File: src/verilog/osc_ctrl_pkg.sv
// Notes on behaviour
// unlock needs a write of E7 then a write of 18 to the control register
// one update write after unlocking relocks the register
// stray control writes are ignored; other registers may interleave
// bit 7 enables the fast RC oscillator; never cleared by a source change
// bit 6 is reserved; software writes 0 and it reads back 0
// bit 5 enables the low-power oscillator
// bit 4 enables primary oscillator failure detection and recovery
// bit 3 enables low-power oscillator failure detection
// source code 000 selects the RC oscillator in fast mode
// source code 001 selects the RC oscillator in slow mode
// source code 011 selects the low-power oscillator
// source code 100 selects the external clock pin
// reserved source codes leave the current source unchanged
// an 8-bit trim register sets the RC oscillator frequency
// trim loads from flash option bits by default; software may override
// primary failure with recovery on forces low-power source, raises event; the code switches only while bit 5 has the low-power oscillator on
// low-power failure declared after 8004 clocks with no oscillator edge
// reset: RC and low-power on, detection off, fast RC chosen, locked; the oscEnables outputs stay all off until the first clock after reset
package osc_ctrl_pkg;
   // ------------------------------------------------------------
   // register map (byte address is the index times four)
   // ------------------------------------------------------------
   localparam logic [11:0] CTRL_INDEX = 12'hF86;
   localparam logic [11:0] TRIM_INDEX = 12'hF87;
   localparam logic [11:0] STAT_INDEX = 12'hF88;
   localparam logic [11:0] CLR_INDEX = 12'hF89;
   localparam logic [11:0] IEN_INDEX = 12'hF8A;
   localparam logic [11:0] SRC_INDEX = 12'hF8B;
   localparam int ADDR_W = 14;
   localparam logic [7:0] UNLOCK_FIRST = 8'hE7;
   localparam logic [7:0] UNLOCK_SECOND = 8'h18;
   localparam logic [7:0] CTRL_RESET = 8'hA0;
   localparam logic [7:0] CTRL_WMASK = 8'hBF;
   localparam int FAST_RC_BIT = 7;
   localparam int LP_ON_BIT = 5;
   localparam int MAIN_FD_BIT = 4;
   localparam int LP_FD_BIT = 3;
   localparam int EV_MAIN_FAIL = 0;
   localparam int EV_LP_FAIL = 1;
   localparam int EV_W = 2;
   localparam int LP_FAIL_CYCLES = 8004;
   localparam int MAIN_FAIL_CYCLES = 8004;

   typedef enum logic [2:0] {
      SRC_RC_FAST = 3'h0,
      SRC_RC_SLOW = 3'h1,
      SRC_LOW_POWER = 3'h3,
      SRC_EXT_PIN = 3'h4
   } sys_clk_source_sel_t;

   typedef enum {LOCKED, HALF_OPEN, OPEN} lock_state_t;

   typedef struct packed {
      logic fastRcOscOn;
      logic lowPowerOscOn;
      logic mainOscFailDetectOn;
      logic lowPowerOscFailDetectOn;
   } osc_enables_t;
endpackage

File: src/verilog/oscillator_select_control.sv
// Register access over Avalon-MM was decided locally.
`timescale 1ns/1ps
module oscillator_select_control
   import osc_ctrl_pkg::*;
#(
   parameter int LP_LIMIT = LP_FAIL_CYCLES,
   parameter int MAIN_LIMIT = MAIN_FAIL_CYCLES
) (
   input wire logic clk_sys, // system clock, 20 MHz
   input wire logic rst_n, // async reset, active low
   input wire logic [ADDR_W-1:0] avs_address, // byte address
   input wire logic avs_read, // read strobe
   input wire logic avs_write, // write strobe
   input wire logic [31:0] avs_writedata, // write data
   input wire logic [3:0] avs_byteenable, // byte lanes
   output logic [31:0] avs_readdata, // read data
   output logic avs_waitrequest, // stall
   input wire logic [7:0] flashTrim, // trim from option bits
   input wire logic lowPowerOscClk, // low-power osc, sampled
   input wire logic mainOscClk, // primary osc, sampled
   output logic [7:0] rcTrim, // RC oscillator trim
   output osc_enables_t oscEnables, // oscillator enables
   output sys_clk_source_sel_t sysClkSourceSel, // active source
   output logic oscFailEvent, // non-maskable failure event
   output logic irq // level interrupt
);
   // ------------------------------------------------------------
   // state
   // ------------------------------------------------------------
   lock_state_t lock_r;
   logic [7:0] ctrl_r;
   logic [7:0] trim_r;
   logic trimLoaded_r;
   logic [EV_W-1:0] status_r;
   logic [EV_W-1:0] ien_r;
   logic forced_r;
   logic ack_r;
   logic [1:0] lpSync_r;
   logic [1:0] mainSync_r;
   logic lpFail;
   logic mainFail;

   function automatic logic hit(input logic [ADDR_W-1:0] a,
                                input logic [11:0] idx);
      hit = (a == ADDR_W'({idx, 2'b00}));
   endfunction

   function automatic logic legalSrc(input logic [2:0] s);
      legalSrc = (s == SRC_RC_FAST) || (s == SRC_RC_SLOW) ||
                 (s == SRC_LOW_POWER) || (s == SRC_EXT_PIN);
   endfunction

   logic wrStb;
   logic ctrlWr;
   logic [7:0] wByte;
   assign wrStb = avs_write && !ack_r && avs_byteenable[0];
   assign ctrlWr = wrStb && hit(avs_address, CTRL_INDEX);
   assign wByte = avs_writedata[7:0];

   // ------------------------------------------------------------
   // bus handshake: every access answered one cycle after it starts
   // ------------------------------------------------------------
   always_ff @(posedge clk_sys or negedge rst_n) begin
      if (!rst_n) begin
         ack_r <= 1'b0;
      end else begin
         ack_r <= (avs_read || avs_write) && !ack_r;
      end
   end

   // waitrequest must fall in the answer cycle, so it is a flop cleared
   // by the start of an access and raised again after the answer
   always_ff @(posedge clk_sys or negedge rst_n) begin
      if (!rst_n) begin
         avs_waitrequest <= 1'b1;
      end else begin
         avs_waitrequest <= !((avs_read || avs_write) && !ack_r);
      end
   end

   // ------------------------------------------------------------
   // oscillator synchronisers
   // ------------------------------------------------------------
   always_ff @(posedge clk_sys or negedge rst_n) begin
      if (!rst_n) begin
         lpSync_r <= 2'b00;
         mainSync_r <= 2'b00;
      end else begin
         lpSync_r <= {lpSync_r[0], lowPowerOscClk};
         mainSync_r <= {mainSync_r[0], mainOscClk};
      end
   end

   // ------------------------------------------------------------
   // unlock sequence
   // ------------------------------------------------------------
   // writes elsewhere leave the sequence alone
   always_ff @(posedge clk_sys or negedge rst_n) begin
      if (!rst_n) begin
         lock_r <= LOCKED;
      end else if (ctrlWr) begin
         case (lock_r)
            LOCKED: lock_r <= (wByte == UNLOCK_FIRST) ?
                              HALF_OPEN : LOCKED;
            HALF_OPEN: lock_r <= (wByte == UNLOCK_SECOND) ?
                                 OPEN : LOCKED;
            OPEN: lock_r <= LOCKED;
            default: lock_r <= LOCKED;
         endcase
      end
   end

   // ------------------------------------------------------------
   // control register
   // ------------------------------------------------------------
   always_ff @(posedge clk_sys or negedge rst_n) begin
      if (!rst_n) begin
         ctrl_r <= CTRL_RESET;
      end else if (ctrlWr && lock_r == OPEN) begin
         // reserved bit 6 masked to zero
         ctrl_r[7:3] <= wByte[7:3] & CTRL_WMASK[7:3];
         if (legalSrc(wByte[2:0])) begin
            ctrl_r[2:0] <= wByte[2:0];
         end
      end
   end

   // ------------------------------------------------------------
   // failure detectors
   // ------------------------------------------------------------
   edge_watchdog #(.LIMIT(LP_LIMIT)) lpWatch (
      .clk_sys(clk_sys),
      .rst_n(rst_n),
      .armed(ctrl_r[LP_FD_BIT] && ctrl_r[LP_ON_BIT] &&
             sysClkSourceSel != SRC_LOW_POWER),
      .oscSync(lpSync_r[1]),
      .failPulse(lpFail)
   );

   edge_watchdog #(.LIMIT(MAIN_LIMIT)) mainWatch (
      .clk_sys(clk_sys),
      .rst_n(rst_n),
      .armed(ctrl_r[MAIN_FD_BIT] && !forced_r &&
             !status_r[EV_LP_FAIL]),
      .oscSync(mainSync_r[1]),
      .failPulse(mainFail)
   );

   // recovery needs a live low-power oscillator not already in use
   always_ff @(posedge clk_sys or negedge rst_n) begin
      if (!rst_n) begin
         forced_r <= 1'b0;
      end else if (ctrlWr && lock_r == OPEN) begin
         forced_r <= 1'b0;
      end else if (mainFail && ctrl_r[LP_ON_BIT] &&
                   ctrl_r[2:0] != SRC_LOW_POWER) begin
         forced_r <= 1'b1;
      end
   end

   // ------------------------------------------------------------
   // source select and enables out
   // ------------------------------------------------------------
   always_ff @(posedge clk_sys or negedge rst_n) begin
      if (!rst_n) begin
         sysClkSourceSel <= SRC_RC_FAST;
         oscEnables <= '0;
      end else begin
         sysClkSourceSel <= forced_r ? SRC_LOW_POWER :
            sys_clk_source_sel_t'(ctrl_r[2:0]);
         oscEnables.fastRcOscOn <= ctrl_r[FAST_RC_BIT];
         oscEnables.lowPowerOscOn <= ctrl_r[LP_ON_BIT];
         oscEnables.mainOscFailDetectOn <= ctrl_r[MAIN_FD_BIT];
         oscEnables.lowPowerOscFailDetectOn <= ctrl_r[LP_FD_BIT];
      end
   end

   // ------------------------------------------------------------
   // trim register
   // ------------------------------------------------------------
   // flash value taken on the first clock after reset release
   always_ff @(posedge clk_sys or negedge rst_n) begin
      if (!rst_n) begin
         trim_r <= 8'h00;
         trimLoaded_r <= 1'b0;
      end else if (!trimLoaded_r) begin
         trim_r <= flashTrim;
         trimLoaded_r <= 1'b1;
      end else if (wrStb && hit(avs_address, TRIM_INDEX)) begin
         trim_r <= wByte;
      end
   end

   always_ff @(posedge clk_sys or negedge rst_n) begin
      if (!rst_n) begin
         rcTrim <= 8'h00;
      end else begin
         rcTrim <= trim_r;
      end
   end

   // ------------------------------------------------------------
   // events and interrupt
   // ------------------------------------------------------------
   logic [EV_W-1:0] evNow;
   assign evNow = {lpFail, mainFail};

   // a new event wins over a clear in the same cycle
   always_ff @(posedge clk_sys or negedge rst_n) begin
      if (!rst_n) begin
         status_r <= '0;
         ien_r <= '0;
      end else begin
         if (wrStb && hit(avs_address, CLR_INDEX)) begin
            status_r <= (status_r & ~wByte[EV_W-1:0]) | evNow;
         end else begin
            status_r <= status_r | evNow;
         end
         if (wrStb && hit(avs_address, IEN_INDEX)) begin
            ien_r <= wByte[EV_W-1:0];
         end
      end
   end

   always_ff @(posedge clk_sys or negedge rst_n) begin
      if (!rst_n) begin
         irq <= 1'b0;
         oscFailEvent <= 1'b0;
      end else begin
         irq <= |((status_r | evNow) & ien_r);
         oscFailEvent <= |evNow;
      end
   end

   // ------------------------------------------------------------
   // read data
   // ------------------------------------------------------------
   always_ff @(posedge clk_sys or negedge rst_n) begin
      if (!rst_n) begin
         avs_readdata <= 32'h0000_0000;
      end else if (avs_read && !ack_r) begin
         if (hit(avs_address, CTRL_INDEX)) begin
            avs_readdata <= {24'h000000, ctrl_r};
         end else if (hit(avs_address, TRIM_INDEX)) begin
            avs_readdata <= {24'h000000, trim_r};
         end else if (hit(avs_address, STAT_INDEX)) begin
            avs_readdata <= {30'h0, status_r};
         end else if (hit(avs_address, IEN_INDEX)) begin
            avs_readdata <= {30'h0, ien_r};
         end else if (hit(avs_address, SRC_INDEX)) begin
            avs_readdata <= {29'h0, sysClkSourceSel};
         end else begin
            avs_readdata <= 32'h0000_0000; // unmapped reads zero
         end
      end
   end
endmodule

File: src/verilog/edge_watchdog.sv
`timescale 1ns/1ps
// counts clocks without a seen edge on a sampled oscillator
module edge_watchdog
   import osc_ctrl_pkg::*;
#(
   parameter int LIMIT = LP_FAIL_CYCLES
) (
   input wire logic clk_sys, // system clock
   input wire logic rst_n, // async reset, active low
   input wire logic armed, // detection enabled
   input wire logic oscSync, // synchronised oscillator level
   output logic failPulse // one-cycle failure event
);
   logic [13:0] count_r;
   logic prevLevel_r;
   logic tripped_r;

   // ------------------------------------------------------------
   // edge search
   // ------------------------------------------------------------
   always_ff @(posedge clk_sys or negedge rst_n) begin
      if (!rst_n) begin
         count_r <= 14'h0000;
         prevLevel_r <= 1'b0;
         tripped_r <= 1'b0;
         failPulse <= 1'b0;
      end else begin
         prevLevel_r <= oscSync;
         failPulse <= 1'b0;
         if (!armed || (oscSync != prevLevel_r)) begin
            count_r <= 14'h0000;
            tripped_r <= 1'b0;
         end else if (!tripped_r) begin
            // one event per outage; re-arms on the next edge
            if (count_r == 14'(LIMIT - 1)) begin
               failPulse <= 1'b1;
               tripped_r <= 1'b1;
            end else begin
               count_r <= count_r + 14'h0001;
            end
         end
      end
   end
endmodule

File: config.mk
export PLATFORM = sky130hd
export DESIGN_NAME = oscillator_select_control
export DESIGN_NICKNAME = d
export VERILOG_FILES = /design/src/verilog/osc_ctrl_pkg.sv /design/src/verilog/oscillator_select_control.sv /design/src/verilog/edge_watchdog.sv
export SDC_FILE = /design/constraint.sdc
export NUM_CORES = 1
export LEC_CHECK = 0
export BUFFER_PORTS_ARGS = -buffer_cell sky130_fd_sc_hd__buf_2
export CAP_MARGIN = 20
export CORE_AREA = 2 2 98 100
export CTS_CLUSTER_DIAMETER = 120
export DETAILED_ROUTE_END_ITERATION = 6
export DIE_AREA = 0 0 100 102
export PLACE_DENSITY_LB_ADDON = 0.12
export SLEW_MARGIN = 40
export SYNTH_ARGS = -nofsm -noshare
export SYNTH_HDL_FRONTEND = slang
export SYNTH_HIERARCHICAL = 1
export SYNTH_SLANG_ARGS = --single-unit
File: constraint.sdc
create_clock -name clk_sys -period 1.6 [get_ports clk_sys]
set_clock_uncertainty 0.05 [all_clocks]
set_input_delay 0.24 -clock clk_sys [delete_from_list [all_inputs] [get_ports clk_sys]]
set_output_delay 0.24 -clock clk_sys [all_outputs]
set_load 0.03 [all_outputs]
==> results of run 1 <==
layout make-up:
type | count | area share (%)
multi-input cells | 287 | 37.4
repair buffers | 127 | 16.2
flip-flops and latches | 88 | 39.8
clock buffers | 10 | 2.49
well taps | 111 | 2.51
clock inverters | 6 | 0.904
inverters | 10 | 0.678
flip-flops by register name, summed over array words and instances, names as in the netlist, 2 cells and up:
name,flops
oscEnables,4
lock_r,2
lpSync_r,2
mainSync_r,2
mainWatch/count_r,14
ien_r,2
ctrl_r,7
status_r,2
avs_readdata,8
rcTrim,8
lpWatch/count_r,14
sysClkSourceSel,3
trim_r,8
kinds of logic after synthesis:
logic type	after synthesis	synth area share (%)
other	2	0.178
AOI/OAI and AO/OA	58	9.51
muxes	12	3.05
DFF	88	52.2
and+or+nand+nor	167	23.0
adders and majority gates	4	1.18
buffers and inverters	48	6.48
xor gates and xnor gates	21	4.35
routing by layer:
| metal | track usage (%) | up-vias |
|---|---|---|
| met5 | 0 | - |
| met4 | 5.80 | 0 |
| met3 | 4.58 | 18 |
| met2 | 35.6 | 115 |
| met1 | 27.3 | 1712 |
| li1 | - | 1642 |
through the flow:
stage               worst slack (ns)  instances  hold WS (ns)  cell area (µm²)
finish                        -0.264        639        0.0910             5540
global route                  -0.280        639        0.0805             5540
CTS                           -0.233        631        0.0730             5350
detailed placement            -0.741        605         0.168             4940
global placement              -0.742        605         0.168             4940
floorplan                     -0.660        423        -0.106             4350
layout by cell type (no fill, tap or decap), types with 7 or more instances in the layout:
cell and n:
inv_1 10, buf_6 15, buf_4 49, o21ai_2 8
dfrtp_1 85, buf_2 58, mux2_4 7, nand2_1 19
nor3_1 10, xnor2_1 19, nand3_1 13, nor2_1 38
nor4_1 9, a31oi_1 10, nand4b_1 7, conb_1 25
o21ai_0 7, clkbuf_8 10, nand4_1 8
critical path: stages:
cell     delay (ns)
buf_6          0.10
or4b_4         0.53
or4_4          0.48
or3_4          0.41
a211o_1        0.30
final timing paths:
| check | start | endpoint | slack [ns] |
|---|---|---|---|
| max | avs_address[5] | ctrl_r[2]$_DFFE_PN0P_ | -0.26 |
| min | flashTrim[2] | trim_r[2]$_DFFE_PN0P_ | 0.09 |
| max reg2reg | ack_r$_DFF_PN0_ | ctrl_r[2]$_DFFE_PN0P_ | -0.16 |
| min reg2reg | lpSync_r[0]$_DFF_PN0_ | lpSync_r[1]$_DFF_PN0_ | 0.31 |
| max in group asynchronous | rst_n | mainWatch/count_r[2]$_DFFE_PN0P_ | 0.61 |
| min in group asynchronous | rst_n | rcTrim[4]$_DFF_PN0_ | 0.31 |
repair_timing:
action	4_1_cts	5_1_grt
gates cloned	1	0
buffers inserted	7	9
hold endpoints to repair	30	0
pin swaps	3	18
setup endpoints to repair	29	38
hold buffers	3	0
gates resized for setup	38	32
power by group through the flow:
stage | combinational [mW] | sequential [mW] | clock [mW]
after floorplan | 0.210 | 2.38 | 0
after global placement | 0.398 | 2.35 | 0
after detailed placement | 0.402 | 2.35 | 0
after CTS | 0.428 | 2.31 | 1.52
after global routing | 0.486 | 2.32 | 1.61
final | 0.450 | 2.31 | 1.47
==> flow_metrics.tcl, run 1 <==
set metrics [dict create \
    clock_path_buffers 2 \
    ant_nets 0 \
    final_core_util_pct 60.8 \
    root_buffer "clkbuf_8" \
    rsz0062_at_grt "true" \
    yosys_warnings 6 \
    ys.flop_type "dfrtp_1" \
    synthDistinctLibCells 61 \
    cp-start-kind "input port" \
    cp_max_fo 4 \
    syn_area_um2 4230 \
    violations "setup timing" \
    peakVddDrop_mv 0.476 \
    critPathKind "in -> reg" \
    met2_length_um 5270 \
    drv_cap 0 \
    grt-ovfl-total 0 \
    grt_pass1_wl_um 16700 \
    synth_edf_count 0 \
    timing.setup.tns_ns -3.99 \
    power_density_nw_per_um2 765 \
    p_leak_nw 2.44 \
    start_util_pct 46.4 \
    crit_required_ns 1.80 \
    hold_violations 0 \
    numCtsBuffers 9 \
    finalMaxSlewViolations 0 \
    yosysMostFrequentCell "dfrtp_1" \
    core_um2 9110 \
    synth.area.top_cells "dfrtp_1, buf_4, xnor2_1" \
    fmax_mhz 536 \
    syn_area_per_cell_um2 10.6 \
    crit_arrival_ns 2.07 \
    p_int_mw 3.06 \
    synth_top_area_cell "dfrtp_1" \
    syn2layout_area_growth_pct 31.1 \
    top_layer_used "met4" \
    grt_pass1_vias 3406 \
    dr.pass1.iters 4 \
    status "complete, but fails checks" \
    period_share_pct 117 \
    synthArstFlopShare_pct 100 \
    die_w_um 100 \
    routed_wl_um 10600 \
    setup_viol 26 \
    synth_seq_cells 88 \
    cts.sinks 88 \
    wl_met3_um 494 \
    std_cell_rows 35 \
    p_total_mw 4.24 \
    hp-class "in -> reg" \
    fp.dieH_um 102 \
    setup_ws_ns -0.264 \
    switching_share_pct 27.8 \
    cp-end-kind "flip-flop" \
    hpwlAfterDp_um 7190 \
    drc_errors 0 \
    p_seq_share_pct 54.6 \
    grt_max_degree 33 \
    p_comb_share_pct 10.6 \
    tightest_slew_ns 0.505 \
    fillCellCount 776 \
    boundaryPins 114 \
    synth_cells 400 \
    htree_levels 3 \
    vias 3487 \
    r2r_cells 4 \
    multi_input_comb_area_um2 2070 \
    clk_latency_ns 0.36 \
    routedWlPerCell_um 16.6 \
    seqCellArea_um2 2210 \
    vias_per_cell 5.46 \
    gp_congestion 0.835 \
    period_needed_ns 1.86 \
    synthDominantCellAreaShare_pct 50.3 \
    synth_common_cells "dfrtp_1, nor2_1, buf_4, nand2_1, xnor2_1" \
    hold_depth 3 \
    clkTransAtPathRegs_ns 0.09 \
    seq_area_frac_synth_pct 52.2 \
    maxSlewHeadroom_pct 66.3 \
    fin_nets 591 \
    fp.dieArea_um2 10200 \
    wl_met1_um 4650 \
    antenna_cells 0 \
    grt_usage_pct 20.9 \
    drive_gt1_share_pct 38.6 \
    p_switching_mw 1.18 \
    drt_iter0_markers 153 \
    grt_antenna_before_repair 0 \
    port_buffers 62 \
    pwr-share-clk_pct 34.8 \
    cts_tree "done" \
]
Note: power is estimated with default switching activity, not from simulation.
==> run 2, diff against run 1 <==
--- a/config.mk
+++ b/config.mk
@@ -5,14 +5,14 @@
 export SDC_FILE = /design/constraint.sdc
 export NUM_CORES = 1
 export LEC_CHECK = 0
+export ABC_AREA = 1
 export BUFFER_PORTS_ARGS = -buffer_cell sky130_fd_sc_hd__buf_2
 export CAP_MARGIN = 20
-export CORE_AREA = 2 2 98 100
+export CORE_AREA = 2 2 102 104
 export CTS_CLUSTER_DIAMETER = 120
 export DETAILED_ROUTE_END_ITERATION = 6
-export DIE_AREA = 0 0 100 102
+export DIE_AREA = 0 0 104 106
 export PLACE_DENSITY_LB_ADDON = 0.12
-export SLEW_MARGIN = 40
 export SYNTH_ARGS = -nofsm -noshare
 export SYNTH_HDL_FRONTEND = slang
 export SYNTH_HIERARCHICAL = 1
==> flow_metrics.tcl, run 2 <==
set metrics [dict create \
    status "complete, but fails checks" \
    violations "setup timing" \
    cts.sinks 88 \
    final_cell_mix "nand2_1, dfrtp_1, nor2_1, buf_2, inv_1" \
    pre_cts_slack_ns -0.137 \
    grt-ovfl-total 0 \
    vias 3926 \
    drv_cap 0 \
    synth_top_area_cell "dfrtp_1" \
    drc_errors 0 \
    ys.flop_type "dfrtp_1" \
    drive_gt1_share_pct 24.8 \
    grt_max_degree 42 \
    core_um2 10000 \
    yosys_warnings 6 \
    critPathKind "reg -> reg" \
    yosysMostFrequentCell "nand2_1" \
    finalMaxSlewViolations 0 \
    syn2layout_area_growth_pct 20.1 \
    start_util_pct 47.8 \
    p_leak_nw 3.12 \
    slowest_delay_ns 0.55 \
    seq_area_frac_synth_pct 46.1 \
    synthDominantCellAreaShare_pct 44.5 \
    period_needed_ns 1.61 \
    cpMaxStageDelayCell "dfstp_2" \
    worstPathCellList "inv_2, nor3_4, nand2_2, nor2_4, buf_6, nand3_4, clkinvlp_4, nand2_1, nand2_2" \
    rsz0062_at_grt "true" \
    synthArstFlopShare_pct 100 \
    htree_levels 3 \
    grt_usage_pct 18.8 \
    worst_path_most_repeated_cell "nand2_2" \
    fin_nets 777 \
    routedWlPerCell_um 11.5 \
    vias_per_cell 4.62 \
    timing.setup.tns_ns -0.0125 \
    synthDistinctLibCells 40 \
    grt_pass1_vias 3814 \
    clkTransAtPathRegs_ns 0.09 \
    crit_arrival_ns 1.86 \
    crit_required_ns 1.85 \
    cp-end-kind "flip-flop" \
    setup_ws_ns -0.0125 \
    r2r_start "ctrl_r[5]$_DFFE_PN1P_" \
    fp.dieArea_um2 11000 \
    ant_nets 0 \
    fmax_mhz 620 \
    final_common_cell "nand2_1" \
    std_cell_rows 37 \
    reg.largest.list "lpWatch/count_r (14), mainWatch/count_r (14)" \
    final_core_util_pct 57.4 \
    gp_congestion 0.827 \
    cts_tree "done" \
    period_share_pct 101 \
    die_w_um 104 \
    power_density_nw_per_um2 747 \
    synth_common_cells "nand2_1, dfrtp_1, nor2_1, inv_1, buf_4" \
    crit_start "ctrl_r[5]$_DFFE_PN1P_" \
    dr.pass1.iters 5 \
    synth_edf_count 0 \
    holdCritStartpoint "avs_read" \
    routed_wl_um 9780 \
    numCtsBuffers 9 \
    root_buffer "clkbuf_8" \
    hp-class "in -> reg" \
    clk_latency_ns 0.36 \
    antenna_cells 0 \
    setup_viol 1 \
    syn_area_per_cell_um2 7.86 \
    cp-start-kind "flip-flop" \
    fp.dieH_um 106 \
    clock_path_buffers 2 \
    grt_pass1_wl_um 16700 \
    synth_seq_cells 88 \
    hold_violations 0 \
    synth.area.top_cells "dfrtp_1, nand2_1, nor2_1" \
    boundaryPins 114 \
    cp_max_fo 5 \
    drt_iter0_markers 173 \
    peakVddDrop_mv 0.391 \
    grt_antenna_before_repair 0 \
    synth_cells 608 \
    hpwlAfterDp_um 7150 \
    syn_area_um2 4780 \
    port_buffers 62 \
]
run 2: cell count changes after synthesis, sizes merged, moves of 5 or more:
cell,before,now
nand2,21,228
inv,10,66
nor2,42,81
xnor2,19,2
nand3,15,27
nor4,16,4
clkbuf,10,0
a31oi,10,1
mux2,7,0
nand4b,7,0
o21ai,16,22
xor2,2,8
nor3,11,6
or3,5,0
run 2: path summary, 6_finish.rpt:
kind / depth (start not counted) / slack [ns] / end
worst max-delay path: 9 / -0.01 / lpWatch/count_r[8]$_DFFE_PN0P_
worst min-delay path: 2 / 0.03 / avs_waitrequest$_DFF_PN1_
worst max register to register: 9 / -0.01 / lpWatch/count_r[8]$_DFFE_PN0P_
worst min register to register: 0 / 0.30 / mainSync_r[1]$_DFF_PN0_
max in group asynchronous: 3 / 0.63 / ctrl_r[5]$_DFFE_PN1P_
min in group asynchronous: 2 / 0.29 / avs_readdata[6]$_DFFE_PN0P_
run 2: cell families (layout without fill, tap and decap cells):
group | Yosys count | after routing | share of synthesized area (%)
other | 2 | 25 | 0.157
AOI/OAI and AO/OA | 40 | 40 | 5.16
buffers and inverters | 97 | 179 | 10.3
DFF | 88 | 88 | 46.1
xor gates and xnor gates | 10 | 10 | 1.83
adders and majority gates | 4 | 4 | 1.05
muxes | 6 | 6 | 1.26
and+or+nand+nor | 361 | 362 | 34.1
run 2: layer usage:
metal	global-route usage [%]	vias to the layer above	routed length [µm]
li1	-	2047	-
met1	23.3	1790	4510
met2	32.6	73	4760
met3	3.74	16	350
met4	7.14	0	160
met5	0	-	0
run 2: through the flow:
| step | instance area, µm² | total power, mW | instances | hold WS, ns |
|---|---|---|---|---|
| 6_report | 5740 | 4.29 | 850 | 0.0299 |
| 5_1_grt | 5740 | 4.48 | 850 | 0.0201 |
| 4_1_cts | 5600 | 4.34 | 841 | 0.0173 |
| 3_5_place_dp | 5290 | 2.75 | 818 | 0.120 |
| 3_3_place_gp | 5290 | 2.75 | 818 | 0.115 |
| 2_1_floorplan | 4870 | 2.62 | 631 | -0.106 |
run 2: where the power goes:
group | switching, mW | leakage (nW) | internal (mW)
registers | 0.0276 | 1.14 | 2.28
clock network | 0.771 | 0.0996 | 0.807
logic | 0.286 | 1.88 | 0.115
total | 1.08 | 3.12 | 3.20
run 2: timing repair:
item                                    CTS  global route
endpoints found under the hold margin    23             0
endpoints found under the setup margin   29            28
pin swaps                                15             6
setup buffers                             2             9
hold buffers                              3             0
cloned                                    2             0
gates resized for setup                  12            22
run 2: final cells by class:
class	count	area, µm²
clock buffer	13	159
clock inverter	3	42.5
fill	935	4260
inverter	67	254
multi-input combinational	447	2290
sequential	88	2210
tap	136	170
timing repair buffer	95	609
timing repair inverter	1	7.51
run 2: critical path: cells and delay by family, from the launching register on:
kind	cells	cell delay, ns
buffers and inverters	3	0.31
DFF	1	0.55
and+or+nand+nor	6	0.64
